===== src/verilog/twm_pkg.sv =====
// Shared constants and types for the 16-bit timer waveform block
package twm_pkg;
  localparam int CNT_W = 16;

  // Register byte addresses
  localparam logic [7:0] ADDR_CTRL_A = 8'h80;
  localparam logic [7:0] ADDR_CTRL_B = 8'h81;
  localparam logic [7:0] ADDR_CNT_L  = 8'h84;
  localparam logic [7:0] ADDR_CNT_H  = 8'h85;
  localparam logic [7:0] ADDR_CAP_L  = 8'h86;
  localparam logic [7:0] ADDR_CAP_H  = 8'h87;
  localparam logic [7:0] ADDR_CMPA_L = 8'h88;
  localparam logic [7:0] ADDR_CMPA_H = 8'h89;
  localparam logic [7:0] ADDR_CMPB_L = 8'h8A;
  localparam logic [7:0] ADDR_CMPB_H = 8'h8B;
  localparam logic [7:0] ADDR_STATUS = 8'h8C;
  localparam logic [7:0] ADDR_MASK   = 8'h8D;

  // Field positions and reset values
  localparam int CHA_HI = 7;
  localparam int CHA_LO = 6;
  localparam int CHB_HI = 5;
  localparam int CHB_LO = 4;
  localparam int MODE_LOW_HI = 1;
  localparam int MODE_LOW_LO = 0;
  localparam int CTRL_B_MODE_LO = 3;
  localparam logic [7:0] CTRL_A_WMASK = 8'hF3;
  localparam logic [7:0] CTRL_A_RST   = 8'h00;
  localparam int ST_OVF = 0;
  localparam int ST_MA  = 1;
  localparam int ST_MB  = 2;
  localparam int ST_W   = 3;

  // Counter landmarks
  localparam logic [15:0] BOTTOM = 16'h0000;
  localparam logic [15:0] MAX    = 16'hFFFF;
  localparam logic [15:0] TOP_8  = 16'h00FF;
  localparam logic [15:0] TOP_9  = 16'h01FF;
  localparam logic [15:0] TOP_10 = 16'h03FF;

  // Waveform modes
  localparam logic [3:0] MODE_NORMAL   = 4'h0;
  localparam logic [3:0] MODE_PC8      = 4'h1;
  localparam logic [3:0] MODE_PC9      = 4'h2;
  localparam logic [3:0] MODE_PC10     = 4'h3;
  localparam logic [3:0] MODE_CTC_CMP  = 4'h4;
  localparam logic [3:0] MODE_FAST8    = 4'h5;
  localparam logic [3:0] MODE_FAST9    = 4'h6;
  localparam logic [3:0] MODE_FAST10   = 4'h7;
  localparam logic [3:0] MODE_PFC_CAP  = 4'h8;
  localparam logic [3:0] MODE_PFC_CMP  = 4'h9;
  localparam logic [3:0] MODE_PC_CAP   = 4'hA;
  localparam logic [3:0] MODE_PC_CMP   = 4'hB;
  localparam logic [3:0] MODE_CTC_CAP  = 4'hC;
  localparam logic [3:0] MODE_RESV     = 4'hD;
  localparam logic [3:0] MODE_FAST_CAP = 4'hE;
  localparam logic [3:0] MODE_FAST_CMP = 4'hF;

  // Compare-output action codes
  localparam logic [1:0] COM_OFF    = 2'h0;
  localparam logic [1:0] COM_TOGGLE = 2'h1;
  localparam logic [1:0] COM_CLEAR  = 2'h2;
  localparam logic [1:0] COM_SET    = 2'h3;

  typedef enum logic {DIR_UP = 1'b0, DIR_DOWN = 1'b1} twm_dir_e;
  typedef enum logic [1:0] {KIND_NONPWM = 2'h0, KIND_FAST = 2'h1, KIND_DUAL = 2'h3} twm_kind_e;
  typedef enum logic [1:0] {UPD_NOW = 2'h0, UPD_TOP = 2'h1, UPD_BOT = 2'h3} twm_upd_e;
endpackage


===== src/verilog/twm_chan.sv =====
// Compare-output waveform unit for one timer channel
`timescale 1ns/1ps
`default_nettype none
module twm_chan (
  input  wire logic              clk,
  input  wire logic              rst,
  input  wire twm_pkg::twm_kind_e kind,
  input  wire logic [1:0]        code,
  input  wire logic              toggle_ok,
  input  wire logic              match,
  input  wire twm_pkg::twm_dir_e  dir,
  input  wire logic              top_hit,
  input  wire logic              port_data,
  input  wire logic              port_dir,
  output logic                   pin_out,
  output logic                   pin_oe
);
  typedef struct packed {
    logic wave;
  } twm_chan_s;

  twm_chan_s st_ff;
  twm_chan_s nxt_st;
  logic      connected;

  always_comb begin
    nxt_st = st_ff;
    unique case (kind)
      twm_pkg::KIND_NONPWM: begin
        if (match) begin
          unique case (code)
            twm_pkg::COM_OFF:    nxt_st.wave = st_ff.wave;
            twm_pkg::COM_TOGGLE: nxt_st.wave = ~st_ff.wave;
            twm_pkg::COM_CLEAR:  nxt_st.wave = 1'b0;
            twm_pkg::COM_SET:    nxt_st.wave = 1'b1;
          endcase
        end
      end
      twm_pkg::KIND_FAST: begin
        // With clear/set codes, wrap to BOTTOM outranks a match at TOP, so that match is dropped
        if (code[1] && top_hit) begin
          nxt_st.wave = ~code[0];
        end else if (code[1] && match) begin
          nxt_st.wave = code[0];
        end else if (code == twm_pkg::COM_TOGGLE && toggle_ok && match) begin
          nxt_st.wave = ~st_ff.wave;
        end
      end
      twm_pkg::KIND_DUAL: begin
        if (match && code[1]) begin
          nxt_st.wave = code[0] ^ (dir == twm_pkg::DIR_DOWN);
        end else if (match && code == twm_pkg::COM_TOGGLE && toggle_ok) begin
          nxt_st.wave = ~st_ff.wave;
        end
      end
      default: nxt_st = st_ff;
    endcase
  end

  always_ff @(posedge clk) begin
    if (rst) begin
      st_ff <= '0;
    end else begin
      st_ff <= nxt_st;
    end
  end

  // In PWM modes a toggle code without the toggle privilege leaves the pin to the port
  assign connected = (code != twm_pkg::COM_OFF) &&
                     !(kind != twm_pkg::KIND_NONPWM && code == twm_pkg::COM_TOGGLE && !toggle_ok);
  assign pin_out = connected ? st_ff.wave : port_data;
  assign pin_oe  = port_dir;
endmodule
`default_nettype wire


===== src/verilog/twm_timer.sv =====
// Timer counter, waveform mode decode, registers and interrupt
//
// Chosen here: strobed register access.
`timescale 1ns/1ps
`default_nettype none
module twm_timer #(
  parameter int CNT_W = twm_pkg::CNT_W
) (
  input  wire logic       clk,
  input  wire logic       rst,
  input  wire logic       timer_clock_enable,
  input  wire logic [7:0] reg_addr,
  input  wire logic [7:0] reg_wdata,
  input  wire logic       reg_wr,
  input  wire logic       reg_rd,
  output logic      [7:0] reg_rdata,
  output logic            irq,
  input  wire logic       port_data_a,
  input  wire logic       port_dir_a,
  input  wire logic       port_data_b,
  input  wire logic       port_dir_b,
  output logic            chan_a_wave_out,
  output logic            chan_a_wave_oe,
  output logic            chan_b_wave_out,
  output logic            chan_b_wave_oe
);
  localparam int NCH = 2;

  if (CNT_W != twm_pkg::CNT_W) begin : g_chk
    $error("twm_timer only serves a 16-bit counter");
  end

  typedef struct packed {
    logic [7:0]                    ctrl_a;
    logic [1:0]                    mode_hi;
    logic [15:0]                   cnt;
    logic [15:0]                   cap;
    logic [15:0]                   cmpa_buf;
    logic [15:0]                   cmpb_buf;
    logic [15:0]                   cmpa;
    logic [15:0]                   cmpb;
    logic [7:0]                    tmp;
    twm_pkg::twm_dir_e             dir;
    logic [twm_pkg::ST_W-1:0]      status;
    logic [twm_pkg::ST_W-1:0]      mask;
    logic [7:0]                    rdata;
  } twm_state_s;

  twm_state_s         st_ff;
  twm_state_s         nxt_st;
  logic [3:0]         mode;
  twm_pkg::twm_kind_e kind;
  twm_pkg::twm_upd_e  upd;
  logic [15:0]        top;
  logic               tick;
  logic               top_hit;
  logic               bot_hit;
  logic               ovf_ev;
  logic               upd_ev;
  logic [15:0]        wv;
  logic [NCH-1:0]     match;
  logic [NCH-1:0]     port_data;
  logic [NCH-1:0]     port_dir;
  logic [NCH-1:0]     pin_out;
  logic [NCH-1:0]     pin_oe;
  logic [1:0]         code [NCH];
  logic [NCH-1:0]     toggle_ok;

  ////////////////////////////////////////////////////////////////////////////
  // Mode decode

  assign tick = timer_clock_enable;
  assign mode = {st_ff.mode_hi, st_ff.ctrl_a[twm_pkg::MODE_LOW_HI:twm_pkg::MODE_LOW_LO]};

  always_comb begin
    kind = twm_pkg::KIND_NONPWM;
    upd  = twm_pkg::UPD_NOW;
    top  = twm_pkg::MAX;
    unique case (mode)
      twm_pkg::MODE_NORMAL, twm_pkg::MODE_RESV: top = twm_pkg::MAX;
      twm_pkg::MODE_CTC_CMP: top = st_ff.cmpa;
      twm_pkg::MODE_CTC_CAP: top = st_ff.cap;
      twm_pkg::MODE_PC8, twm_pkg::MODE_PC9, twm_pkg::MODE_PC10: begin
        kind = twm_pkg::KIND_DUAL;
        upd  = twm_pkg::UPD_TOP;
        top  = (mode == twm_pkg::MODE_PC8) ? twm_pkg::TOP_8 :
               (mode == twm_pkg::MODE_PC9) ? twm_pkg::TOP_9 : twm_pkg::TOP_10;
      end
      twm_pkg::MODE_PC_CAP, twm_pkg::MODE_PC_CMP: begin
        kind = twm_pkg::KIND_DUAL;
        upd  = twm_pkg::UPD_TOP;
        top  = (mode == twm_pkg::MODE_PC_CAP) ? st_ff.cap : st_ff.cmpa;
      end
      twm_pkg::MODE_PFC_CAP, twm_pkg::MODE_PFC_CMP: begin
        kind = twm_pkg::KIND_DUAL;
        upd  = twm_pkg::UPD_BOT;
        top  = (mode == twm_pkg::MODE_PFC_CAP) ? st_ff.cap : st_ff.cmpa;
      end
      twm_pkg::MODE_FAST8, twm_pkg::MODE_FAST9, twm_pkg::MODE_FAST10: begin
        kind = twm_pkg::KIND_FAST;
        upd  = twm_pkg::UPD_BOT;
        top  = (mode == twm_pkg::MODE_FAST8) ? twm_pkg::TOP_8 :
               (mode == twm_pkg::MODE_FAST9) ? twm_pkg::TOP_9 : twm_pkg::TOP_10;
      end
      twm_pkg::MODE_FAST_CAP, twm_pkg::MODE_FAST_CMP: begin
        kind = twm_pkg::KIND_FAST;
        upd  = twm_pkg::UPD_BOT;
        top  = (mode == twm_pkg::MODE_FAST_CAP) ? st_ff.cap : st_ff.cmpa;
      end
    endcase
  end

  assign top_hit = tick && (st_ff.cnt == top);
  assign bot_hit = tick && (st_ff.cnt == twm_pkg::BOTTOM);
  assign upd_ev  = (upd == twm_pkg::UPD_TOP) ? top_hit :
                   (upd == twm_pkg::UPD_BOT) ? bot_hit : 1'b0;
  // Overflow point follows the waveform kind
  assign ovf_ev  = (kind == twm_pkg::KIND_NONPWM) ? tick && (st_ff.cnt == twm_pkg::MAX) :
                   (kind == twm_pkg::KIND_FAST)   ? top_hit : bot_hit;
  assign match[0] = tick && (st_ff.cnt == st_ff.cmpa);
  assign match[1] = tick && (st_ff.cnt == st_ff.cmpb);
  assign wv = {st_ff.tmp, reg_wdata};

  ////////////////////////////////////////////////////////////////////////////
  // Next state

  always_comb begin
    nxt_st = st_ff;
    // Counter step
    if (tick) begin
      if (kind != twm_pkg::KIND_DUAL) begin
        nxt_st.cnt = (st_ff.cnt == top) ? twm_pkg::BOTTOM : 16'(st_ff.cnt + 16'h0001);
      end else if (st_ff.dir == twm_pkg::DIR_UP) begin
        if (st_ff.cnt == top) begin
          nxt_st.dir = twm_pkg::DIR_DOWN;
          nxt_st.cnt = 16'(st_ff.cnt - 16'h0001);
        end else begin
          nxt_st.cnt = 16'(st_ff.cnt + 16'h0001);
        end
      end else begin
        if (st_ff.cnt == twm_pkg::BOTTOM) begin
          nxt_st.dir = twm_pkg::DIR_UP;
          nxt_st.cnt = 16'(st_ff.cnt + 16'h0001);
        end else begin
          nxt_st.cnt = 16'(st_ff.cnt - 16'h0001);
        end
      end
    end
    if (kind != twm_pkg::KIND_DUAL) begin
      nxt_st.dir = twm_pkg::DIR_UP;
    end
    // Buffered compare reload at the mode's update point
    if (upd_ev) begin
      nxt_st.cmpa = st_ff.cmpa_buf;
      nxt_st.cmpb = st_ff.cmpb_buf;
    end
    // Register writes; high byte parks in tmp until the low byte lands
    if (reg_wr) begin
      unique case (reg_addr)
        twm_pkg::ADDR_CTRL_A: nxt_st.ctrl_a = reg_wdata & twm_pkg::CTRL_A_WMASK;
        twm_pkg::ADDR_CTRL_B: nxt_st.mode_hi = reg_wdata[twm_pkg::CTRL_B_MODE_LO +: 2];
        twm_pkg::ADDR_CNT_H, twm_pkg::ADDR_CAP_H,
        twm_pkg::ADDR_CMPA_H, twm_pkg::ADDR_CMPB_H: nxt_st.tmp = reg_wdata;
        twm_pkg::ADDR_CNT_L:  nxt_st.cnt = wv;
        twm_pkg::ADDR_CAP_L:  nxt_st.cap = wv;
        twm_pkg::ADDR_CMPA_L: nxt_st.cmpa_buf = wv;
        twm_pkg::ADDR_CMPB_L: nxt_st.cmpb_buf = wv;
        twm_pkg::ADDR_MASK:   nxt_st.mask = reg_wdata[twm_pkg::ST_W-1:0];
        default: nxt_st.tmp = st_ff.tmp;
      endcase
    end
    // Immediate modes see the buffer at once
    if (upd == twm_pkg::UPD_NOW) begin
      nxt_st.cmpa = nxt_st.cmpa_buf;
      nxt_st.cmpb = nxt_st.cmpb_buf;
    end
    // Sticky flags: write one clears, a same-cycle event wins
    if (reg_wr && reg_addr == twm_pkg::ADDR_STATUS) begin
      nxt_st.status = st_ff.status & ~reg_wdata[twm_pkg::ST_W-1:0];
    end
    nxt_st.status[twm_pkg::ST_OVF] = nxt_st.status[twm_pkg::ST_OVF] | ovf_ev;
    nxt_st.status[twm_pkg::ST_MA]  = nxt_st.status[twm_pkg::ST_MA] | match[0];
    nxt_st.status[twm_pkg::ST_MB]  = nxt_st.status[twm_pkg::ST_MB] | match[1];
    // Read data valid in the cycle after the strobe only
    nxt_st.rdata = 8'h00;
    if (reg_rd) begin
      unique case (reg_addr)
        twm_pkg::ADDR_CTRL_A: nxt_st.rdata = st_ff.ctrl_a;
        twm_pkg::ADDR_CTRL_B: nxt_st.rdata = 8'(st_ff.mode_hi) << twm_pkg::CTRL_B_MODE_LO;
        twm_pkg::ADDR_CNT_L:  nxt_st.rdata = st_ff.cnt[7:0];
        twm_pkg::ADDR_CNT_H:  nxt_st.rdata = st_ff.cnt[15:8];
        twm_pkg::ADDR_CAP_L:  nxt_st.rdata = st_ff.cap[7:0];
        twm_pkg::ADDR_CAP_H:  nxt_st.rdata = st_ff.cap[15:8];
        twm_pkg::ADDR_CMPA_L: nxt_st.rdata = st_ff.cmpa_buf[7:0];
        twm_pkg::ADDR_CMPA_H: nxt_st.rdata = st_ff.cmpa_buf[15:8];
        twm_pkg::ADDR_CMPB_L: nxt_st.rdata = st_ff.cmpb_buf[7:0];
        twm_pkg::ADDR_CMPB_H: nxt_st.rdata = st_ff.cmpb_buf[15:8];
        twm_pkg::ADDR_STATUS: nxt_st.rdata = 8'(st_ff.status);
        twm_pkg::ADDR_MASK:   nxt_st.rdata = 8'(st_ff.mask);
        default:              nxt_st.rdata = 8'h00;
      endcase
    end
  end

  always_ff @(posedge clk) begin
    if (rst) begin
      st_ff <= '0;
      st_ff.ctrl_a <= twm_pkg::CTRL_A_RST;
    end else begin
      st_ff <= nxt_st;
    end
  end

  assign reg_rdata = st_ff.rdata;
  assign irq = |(st_ff.status & st_ff.mask);

  ////////////////////////////////////////////////////////////////////////////
  // Output channels

  assign code[0] = st_ff.ctrl_a[twm_pkg::CHA_HI:twm_pkg::CHA_LO];
  assign code[1] = st_ff.ctrl_a[twm_pkg::CHB_HI:twm_pkg::CHB_LO];
  // Toggle is a channel A privilege in the compare-A TOP PWM modes and in fast PWM with capture TOP only
  assign toggle_ok[0] = (kind == twm_pkg::KIND_FAST) ?
                        (mode == twm_pkg::MODE_FAST_CAP || mode == twm_pkg::MODE_FAST_CMP) :
                        (mode == twm_pkg::MODE_PFC_CMP || mode == twm_pkg::MODE_PC_CMP);
  assign toggle_ok[1] = 1'b0;
  assign port_data = {port_data_b, port_data_a};
  assign port_dir  = {port_dir_b, port_dir_a};

  for (genvar i = 0; i < NCH; i++) begin : g_ch
    twm_chan u_chan (
      .clk       (clk),
      .rst       (rst),
      .kind      (kind),
      .code      (code[i]),
      .toggle_ok (toggle_ok[i]),
      .match     (match[i]),
      .dir       (st_ff.dir),
      .top_hit   (top_hit),
      .port_data (port_data[i]),
      .port_dir  (port_dir[i]),
      .pin_out   (pin_out[i]),
      .pin_oe    (pin_oe[i])
    );
  end

  assign chan_a_wave_out = pin_out[0];
  assign chan_a_wave_oe  = pin_oe[0];
  assign chan_b_wave_out = pin_out[1];
  assign chan_b_wave_oe  = pin_oe[1];
endmodule
`default_nettype wire


===== config.mk =====
export PLATFORM = sky130hd
export DESIGN_NAME = twm_timer
export DESIGN_NICKNAME = d
export VERILOG_FILES = /design/src/verilog/twm_pkg.sv /design/src/verilog/twm_chan.sv /design/src/verilog/twm_timer.sv
export SDC_FILE = /design/constraint.sdc
export NUM_CORES = 1
export LEC_CHECK = 0
export BUFFER_PORTS_ARGS = -buffer_cell sky130_fd_sc_hd__buf_2
export CAP_MARGIN = 20
export CORE_ASPECT_RATIO = 1.5
export CORE_UTILIZATION = 55
export CTS_BUF_LIST = sky130_fd_sc_hd__clkbuf_8
export DETAILED_ROUTE_END_ITERATION = 12
export PLACE_DENSITY_LB_ADDON = 0.3
export SLEW_MARGIN = 30
export SYNTH_ARGS = -nofsm -noshare
export SYNTH_HDL_FRONTEND = slang
export SYNTH_HIERARCHICAL = 1
export SYNTH_SLANG_ARGS = --single-unit

===== constraint.sdc =====
create_clock -name clk -period 3.5 [get_ports clk]
set_input_delay 0.7 -clock clk [delete_from_list [all_inputs] [get_ports clk]]
set_output_delay 0.7 -clock clk [all_outputs]
set_load 0.01 [all_outputs]

After elaboration in Yosys (flattened, before gate mapping). Cells that the tools add are included.

ROM bits: 0. Memories kept: 0. Output and inout bits: 13. Input port bits: 25. Memory bits (writable): 0. Flip-flop bits (word level): 129. Word-level logic and storage cells: 185. Latch bits: 0.

Shifts and indexed selects: 0. Add/sub/neg operators: 2. $lt $le $gt $ge: 0. Equality and inequality tests: 50. Reductions and logical operators: 56. Bitwise gates (word level): 13. Multiply operators: 0. Mux-type cells: 49. Divide/modulo/power cells: 0.

Operator list (count): $mux W16 (13); $pmux W16 S8 (1); $eq A8 B8 Y1 const B (12); $pmux W8 S12 (1); $mux W32 (2); $mux W64 (1); $eq A16 B16 Y1 (3); $mux W10 (4); $eq A4 B4 Y1 const B (8); $mux W1 (20); $logic_and A1 B1 Y1 (19); $add A16 B1 Y16 const B (1); $eq A16 B16 Y1 const B (1); $eq A4 B3 Y1 const B (4); $logic_not A16 Y1 (1); $sub A16 B1 Y16 const B (1); $reduce_or A7 Y1 (2); $eq A2 B2 Y1 const B (6); $pmux W1 S3 (4); $reduce_or A2 Y1 (6); $reduce_and A2 Y1 (5); $reduce_and A5 Y1 (2); $reduce_or A5 Y1 (2); $reduce_or A3 Y1 (3); other kinds (21) (48).

Longest topological paths before layout. Gate-level depths: netlist of run 1.

Depth in word-level cells: 12. Mapped depth: 13.

Cells and area by module. The synthesis of run 1 kept the hierarchy.

By module, submodules not included: twm_timer (area an instance 8100.3 um^2, cells each 1061, sequential area each 2542.4 um^2, instances 1); twm_chan (area an instance 186.4 um^2, cells each 27, sequential area each 20.0 um^2, instances 2).

Least setup slack after synthesis of run 1. No wires, ideal clock.

Kind: input port to flip-flop. Start: in reg_addr[5]. End: reg st_ff[46] in the netlist's numbering. Required time: 3.419 ns. Path buffers: 2. Setup slack: 0.438 ns. Arrival: 2.980 ns. Stages on the path: 10. Path through: nor4b_1 nor2b_1 nand2b_1 nor2_1 and3_1 clkbuf_1 nand2_1 clkbuf_1 mux2i_1 a211oi_2.

Longest elaborated chain between the ends: 4.

Ends and longest elaborated chain: from (decl) (RTL line twm_timer.sv:12) `input wire logic [7:0] reg_addr,`; $eq A8 B8 Y1 (RTL line twm_timer.sv:159) `unique case (reg_addr)`; $mux W16 (RTL line twm_timer.sv:159); $mux W64 (RTL line twm_timer.sv:158) `if (reg_wr) begin`; $mux W32 (RTL line twm_timer.sv:173) `if (upd == twm_pkg::UPD_NOW) begin`; to (signal assigned) (RTL line twm_timer.sv:210) `st_ff <= nxt_st;`; to (decl) (RTL line twm_timer.sv:49) `twm_state_s st_ff;`.

Every way passes these cells. A chain may end at the register's enable or synchronous reset.

Worst setup path in the final report of run 1.
Start: reg st_ff (netlist bit mode[0]). End: out chan_a_wave_out.

Longest elaborated chain between the ends: 10. Elaborated cells on any way between the ends: 26.

Ends and longest elaborated chain: $eq A4 B1 Y1 (tied with other cells) (RTL line twm_timer.sv:79) `unique case (mode)`; $reduce_or A7 Y1 (no source line) or $reduce_or A5 Y1 (tied branches); $pmux W2 S2 (*) (RTL line twm_timer.sv:79); via kind[0] (RTL line twm_timer.sv:52) `twm_pkg::twm_kind_e kind;`; $eq A2 B1 Y1 (RTL line twm_timer.sv:223) `assign toggle_ok[0] = (kind == twm_pkg::KIND_FAST) ?`; $mux W1 (RTL line twm_timer.sv:223); $logic_not A1 Y1 (RTL line twm_chan.sv:70) `!(kind != twm_pkg::KIND_NONPWM && code == twm_pkg::COM_TOGGLE && !toggle_ok);`; $logic_and A1 B1 Y1 (*) (RTL line twm_chan.sv:70); $logic_not A1 Y1 (*) (RTL line twm_chan.sv:70); $logic_and A1 B1 Y1 (*) (RTL line twm_chan.sv:69) `assign connected = (code != twm_pkg::COM_OFF) &&`; $mux W1 (*) (RTL line twm_chan.sv:71) `assign pin_out = connected ? st_ff.wave : port_data;`; to (decl) (RTL line twm_timer.sv:22) `output logic chan_a_wave_out,`.

The timed path passes the listed nets; every way through them passes the cells marked *.

==> impl_metrics.json, run 1 <==
{
  "status": "completed",
  "synthArstFlopShare_pct": 0,
  "drc": 0,
  "tightest_slew_ns": 0.722,
  "cp-end-kind": "output pin",
  "clockBufferDepth": 2,
  "met3_usage_pct": 6.77,
  "ys.warnings.count": 6,
  "firstDrtPassIters": 5,
  "vias_per_cell": 6.57,
  "grt_max_degree": 76,
  "critPathRequiredTime_ns": 2.80,
  "ys_types": 79,
  "path_max_fanout": 14,
  "finalMaxSlewViolations": 0,
  "drt_iter0_markers": 811,
  "cts.sinks": 129,
  "first_global_vias": 7831,
  "final_cell_mix": "nand2_1 (173), dfxtp_1 (129), nor2_1 (96), a21oi_1 (85)",
  "ys_ff_latch": 129,
  "overflow": 0,
  "antenna_found_initial": 0,
  "numCtsBuffers": 17,
  "port_buffers": 33,
  "grtUsageTotal_pct": 38.7,
  "hold_viol_final": 0,
  "die_x_um": 103,
  "powerDensity_nw_per_um2": 330,
  "relSlewSlack_pct": 51.8,
  "cts.clk_slew.worst_paths_ns": 0.08,
  "reg2reg_slack_ns": 0.19,
  "fin_setup_tns_ns": 0,
  "wl_per_cell_um": 22.7,
  "nets": 1140,
  "setup_viol": 0,
  "grt_pass1_wl_um": 45400,
  "wl_um": 30100,
  "layout_commonest_cell": "nand2_1",
  "rsz0062_at_grt": "false",
  "synth_area_per_cell_um2": 7.60,
  "cts_hold_buf": 0,
  "ys.flop_type": "dfxtp_1",
  "worstSetupPathType": "flip-flop to output pin",
  "cp.arrival_ns": 2.63,
  "period_needed_ns": 3.33,
  "drive_gt1_share_pct": 14.9,
  "dp.cells": 1290,
  "cap_violations": 0,
  "dp.final_hpwl_um": 21700,
  "root_buffer": "clkbuf_8",
  "antenna_left": 0,
  "num_rows": 55,
  "post-route-period-util_pct": 95.2,
  "grt-busiest-layer": "met2",
  "die-height_um": 154,
  "num_io_pins": 38,
  "skew_ns": 0.0147,
  "synth_area_um2": 8470,
  "ys_seq_area_share_pct": 30.5,
  "diodes": 0,
  "start_util_pct": 56.2,
  "use_met1_pct": 47.9,
  "worst_hold_path_type": "flip-flop to flip-flop",
  "startpoint_type": "flip-flop",
  "core_um2": 15100,
  "met2_usage_pct": 61.2,
  "fin_cells": 1324,
  "p_leak_nw": 3.51,
  "max_freq_mhz": 300,
  "cts_tree": "yes",
  "synth_edf_count": 0,
  "routed-via-count": 8705,
  "ir_worst_vdd_mv": 0.270,
  "area_growth_pct": 8.65,
  "nFillCells": 1409,
  "synthCells": 1115,
  "gp_congestion": 1.01,
  "cts_max_level": 4,
  "die_area_um2": 15900,
  "clock_latency_ns": 0.46
}
layer usage:
metal  routed length (um)  share of wire [%]  up-vias
met3                 2500                8.3      130
met2                14000                 46      500
li1                     -                  -     4003
met1                11500                 38     4072
met5                    0                  0        -
met4                 2100                7.0        0
power by group:
part	leakage [nW]	switching (mW)	total [mW]	internal, mW
registers	1.04	0.0238	1.50	1.48
logic	2.29	0.215	0.330	0.115
clock network	0.176	0.697	1.21	0.509
total	3.51	0.936	3.04	2.10
flip-flops by register name, indices dropped and copies added (netlist names):
register / cells
st_ff: 111
g_ch.u_chan/st_ff: 2
mode: 4
reg_rdata: 8
code: 4
stage by stage:
stage	worst slack (ns)	hold slack [ns]	utilization (%)	power [mW]	cell area, um^2
after floorplan	0.438	0.446	-	1.74	8480
final	0.169	0.478	61.1	3.04	9210
after global routing	0.0370	0.503	61.1	3.13	9210
after CTS	0.101	0.476	60.9	3.03	9180
after detailed placement	0.262	0.465	58.5	1.85	8820
after global placement	0.348	0.458	58.5	1.85	8820
synth_stat cells (4+ instances only):
library cell | number | share of area (%)
nor3_1 | 19 | 1.1
nand4_1 | 14 | 1.0
a32oi_1 | 4 | 0.41
nand2_1 | 173 | 7.7
nor4b_1 | 4 | 0.41
a221oi_1 | 11 | 1.1
a211oi_2 | 18 | 2.7
a222oi_1 | 5 | 0.59
and4_1 | 4 | 0.41
xor2_1 | 14 | 1.4
and3_1 | 15 | 1.1
inv_1 | 14 | 0.62
a22o_1 | 6 | 0.62
and2_1 | 11 | 0.81
dfxtp_1 | 129 | 30
mux2i_1 | 56 | 6.6
o211ai_1 | 5 | 0.44
nor2_1 | 96 | 4.3
a31oi_1 | 9 | 0.66
buf_1 | 8 | 0.35
xnor2_1 | 37 | 3.8
a211oi_1 | 14 | 1.2
o221ai_1 | 9 | 0.93
nor2b_1 | 15 | 1.1
o22ai_1 | 8 | 0.59
a21oi_1 | 86 | 5.1
nand3b_1 | 5 | 0.44
a22oi_1 | 10 | 0.89
nand3_1 | 39 | 2.3
o21ai_0 | 53 | 3.1
buf_2 | 10 | 0.59
or3_1 | 5 | 0.37
o31ai_1 | 8 | 0.71
a311oi_1 | 10 | 1.0
clkbuf_1 | 78 | 3.5
nor4_1 | 18 | 1.3
buf_4 | 15 | 1.3
nand2b_1 | 13 | 0.96
mux2_2 | 7 | 0.93
layout make-up:
class | instances | area, um^2 | share of cell area (%)
Timing Repair Buffer | 90 | 621 | 6.74
Tap cell | 199 | 249 | 2.70
Inverter | 15 | 63.8 | 0.693
Clock inverter | 15 | 123 | 1.33
Sequential cell | 129 | 2580 | 28.1
Clock buffer | 17 | 234 | 2.54
Multi-Input combinational cell | 859 | 5330 | 57.9
critical path, cell delays in order, from the launching register on:
cell and delay [ns]:
dfxtp_1 0.54, buf_4 0.26, a21o_1 0.24, a21oi_1 0.10, inv_1 0.23, o21bai_1 0.11, a21oi_1 0.20, mux2_2 0.35
buf_2 0.14
final timing paths:
check	startpoint	end	cells past startpoint
worst max register to register	mode[2]$_SDFFE_PP0P_	g_ch[1].u_chan/st_ff$_SDFFE_PP0P_	11
worst min-delay path	st_ff[76]$_SDFF_PP0_	st_ff[76]$_SDFF_PP0_	2
worst max-delay path	mode[0]$_SDFFE_PP0P_	chan_a_wave_out	8
worst min register to register	st_ff[76]$_SDFF_PP0_	st_ff[76]$_SDFF_PP0_	2
cell families after synthesis:
| kind of cell | count (synthesis) | synth area share, % |
|---|---|---|
| multiplexers | 63 | 7.55 |
| flip-flops | 129 | 30.5 |
| other | 1 | 0.0443 |
| AO/OA/AOI/OAI | 290 | 24.1 |
| buffers and inverters | 128 | 6.66 |
| AND/OR/NAND/NOR | 450 | 25.5 |
| XOR/XNOR | 51 | 5.27 |
| adder cells (fa/ha/maj) | 3 | 0.443 |
timing repair:
action,4_1_cts,5_1_grt
setup buffers,0,2
gates resized for setup,0,5
endpoints found under the setup margin,0,10
(Power assumes the default switching activity.)
==> run 2: changes to the inputs <==
--- a/config.mk
+++ b/config.mk
@@ -8,10 +8,12 @@
 export BUFFER_PORTS_ARGS = -buffer_cell sky130_fd_sc_hd__buf_2
 export CAP_MARGIN = 20
 export CORE_ASPECT_RATIO = 1.5
-export CORE_UTILIZATION = 55
+export CORE_UTILIZATION = 51
 export CTS_BUF_LIST = sky130_fd_sc_hd__clkbuf_8
 export DETAILED_ROUTE_END_ITERATION = 12
+export HOLD_SLACK_MARGIN = 0.08
 export PLACE_DENSITY_LB_ADDON = 0.3
+export REMOVE_ABC_BUFFERS = 1
 export SLEW_MARGIN = 30
 export SYNTH_ARGS = -nofsm -noshare
 export SYNTH_HDL_FRONTEND = slang
==> run 2 against run 1 <==
Net effect:
- core utilization down 3.3 points
- via count up 1.6%
- clock-buffer cell count unchanged
- maximum frequency down 0.16%
- highest routed layer unchanged
- largest power group unchanged
- die area up 7.7%
==> impl_metrics.json, run 2 (synthesized netlist as in run 1, its figures left out) <==
{
  "status": "completed",
  "die-height_um": 160,
  "slowest_delay_ns": 0.51,
  "numCtsBuffers": 17,
  "overflow": 0,
  "cap_violations": 0,
  "rsz0062_at_grt": "false",
  "cts_hold_buf": 0,
  "skew_ns": 0.0205,
  "gp_congestion": 0.974,
  "setup_viol": 0,
  "num_io_pins": 38,
  "relSlewSlack_pct": 52.8,
  "root_buffer": "clkbuf_8",
  "tightest_slew_ns": 0.701,
  "first_global_vias": 8259,
  "core_um2": 16200,
  "antenna_left": 0,
  "critPathRequiredTime_ns": 2.80,
  "grtUsageTotal_pct": 36.7,
  "fin_cells": 1341,
  "diodes": 0,
  "postCtsResizedCells": 0,
  "power.total_mw": 3.19,
  "firstDrtPassIters": 7,
  "wl_um": 31300,
  "die_area_um2": 17100,
  "num_rows": 57,
  "cp_top_family": "buffers and inverters",
  "drc": 0,
  "nets": 1150,
  "cp.arrival_ns": 2.64,
  "fin_util_pct": 57.8,
  "p_leak_nw": 3.59,
  "preCtsSetupSlack_ns": 0.272,
  "finalMaxSlewViolations": 0,
  "regMostFlops": "st_ff",
  "die_x_um": 107,
  "path_max_fanout": 18,
  "critPathSlowestCell": "dfxtp_1",
  "wl_per_cell_um": 23.3,
  "post-route-period-util_pct": 95.3,
  "fin_setup_tns_ns": 0,
  "path_cells": "buf_4, a21o_1, a21oi_1, inv_1, o21bai_1, a21oi_1, mux2_2, buf_2",
  "start_util_pct": 52.3,
  "final_cell_mix": "nand2_1 (173), dfxtp_1 (129), nor2_1 (96), a21oi_1 (86), buf_4 (65)",
  "max_freq_mhz": 300,
  "cts.clk_slew.worst_paths_ns": 0.08,
  "path_buf_inv": 3,
  "dp.final_hpwl_um": 22400,
  "antenna_found_initial": 0,
  "port_buffers": 33,
  "drt_iter0_markers": 811,
  "clock_latency_ns": 0.48,
  "dp.cells": 1308,
  "drive_gt1_share_pct": 15.6,
  "vias_per_cell": 6.60,
  "routed-via-count": 8846,
  "ir_worst_vdd_mv": 0.307,
  "worst_hold_path_type": "flip-flop to flip-flop",
  "period_needed_ns": 3.34,
  "worstSetupPathType": "flip-flop to output pin",
  "crit_top_cell": "a21oi_1",
  "area_growth_pct": 10.4,
  "cp-end-kind": "output pin",
  "layout_commonest_cell": "nand2_1",
  "largest_reg_flops": 111,
  "cts_setup_buffers": 0,
  "startpoint_type": "flip-flop",
  "powerDensity_nw_per_um2": 341,
  "hold_viol_final": 0,
  "grt_max_degree": 99,
  "cts_max_level": 4,
  "grt_pass1_wl_um": 47500,
  "setup_slack_ns": 0.164,
  "cts.sinks": 129,
  "clockBufferDepth": 2,
  "cts_tree": "yes"
}
## run 2: tightest hold or removal path: stages, from the launching register on
cell and delay, ns:
dfxtp_1 0.33, nand2_1 0.06, a21oi_1 0.05
## run 2: path summary, 6_finish.rpt
path,end,slack (ns),startpoint,depth (start not counted)
worst max-delay path,chan_b_wave_out,0.16,mode[0]$_SDFFE_PP0P_,8
worst min-delay path,st_ff[64]$_SDFF_PP0_,0.48,st_ff[64]$_SDFF_PP0_,2
worst max register to register,g_ch[1].u_chan/st_ff$_SDFFE_PP0P_,0.24,mode[2]$_SDFFE_PP0P_,12
worst min register to register,st_ff[64]$_SDFF_PP0_,0.48,st_ff[64]$_SDFF_PP0_,2
## run 2: stage by stage
stage | hold WS [ns] | cell area, um^2
3_5_place_dp | 0.470 | 8910
6_report | 0.481 | 9350
2_1_floorplan | 0.439 | 7970
5_1_grt | 0.503 | 9350
4_1_cts | 0.482 | 9320
3_3_place_gp | 0.461 | 8910
## run 2: area by class of cell
type | count | area (um^2)
Tap cell | 206 | 258
Sequential cell | 129 | 2580
Clock buffer | 17 | 234
Timing Repair Buffer | 100 | 713
Fill cell | 1513 | 6840
Clock inverter | 15 | 168
Inverter | 15 | 56.3
Multi-Input combinational cell | 859 | 5340
## run 2: where the power goes
group / switching [mW] / total, mW / internal (mW)
logic: 0.225 / 0.346 / 0.121
registers: 0.0188 / 1.50 / 1.48
clock network: 0.697 / 1.35 / 0.651
## run 2: routing by layer
| metal | vias up | global-route usage, % | share of wire (%) |
|---|---|---|---|
| met2 | 477 | 60.1 | 48 |
| met3 | 150 | 6.37 | 8.0 |
| met4 | 0 | 26.5 | 7.6 |
| li1 | 4016 | - | - |
| met5 | - | 0 | 0 |
| met1 | 4203 | 42.6 | 37 |
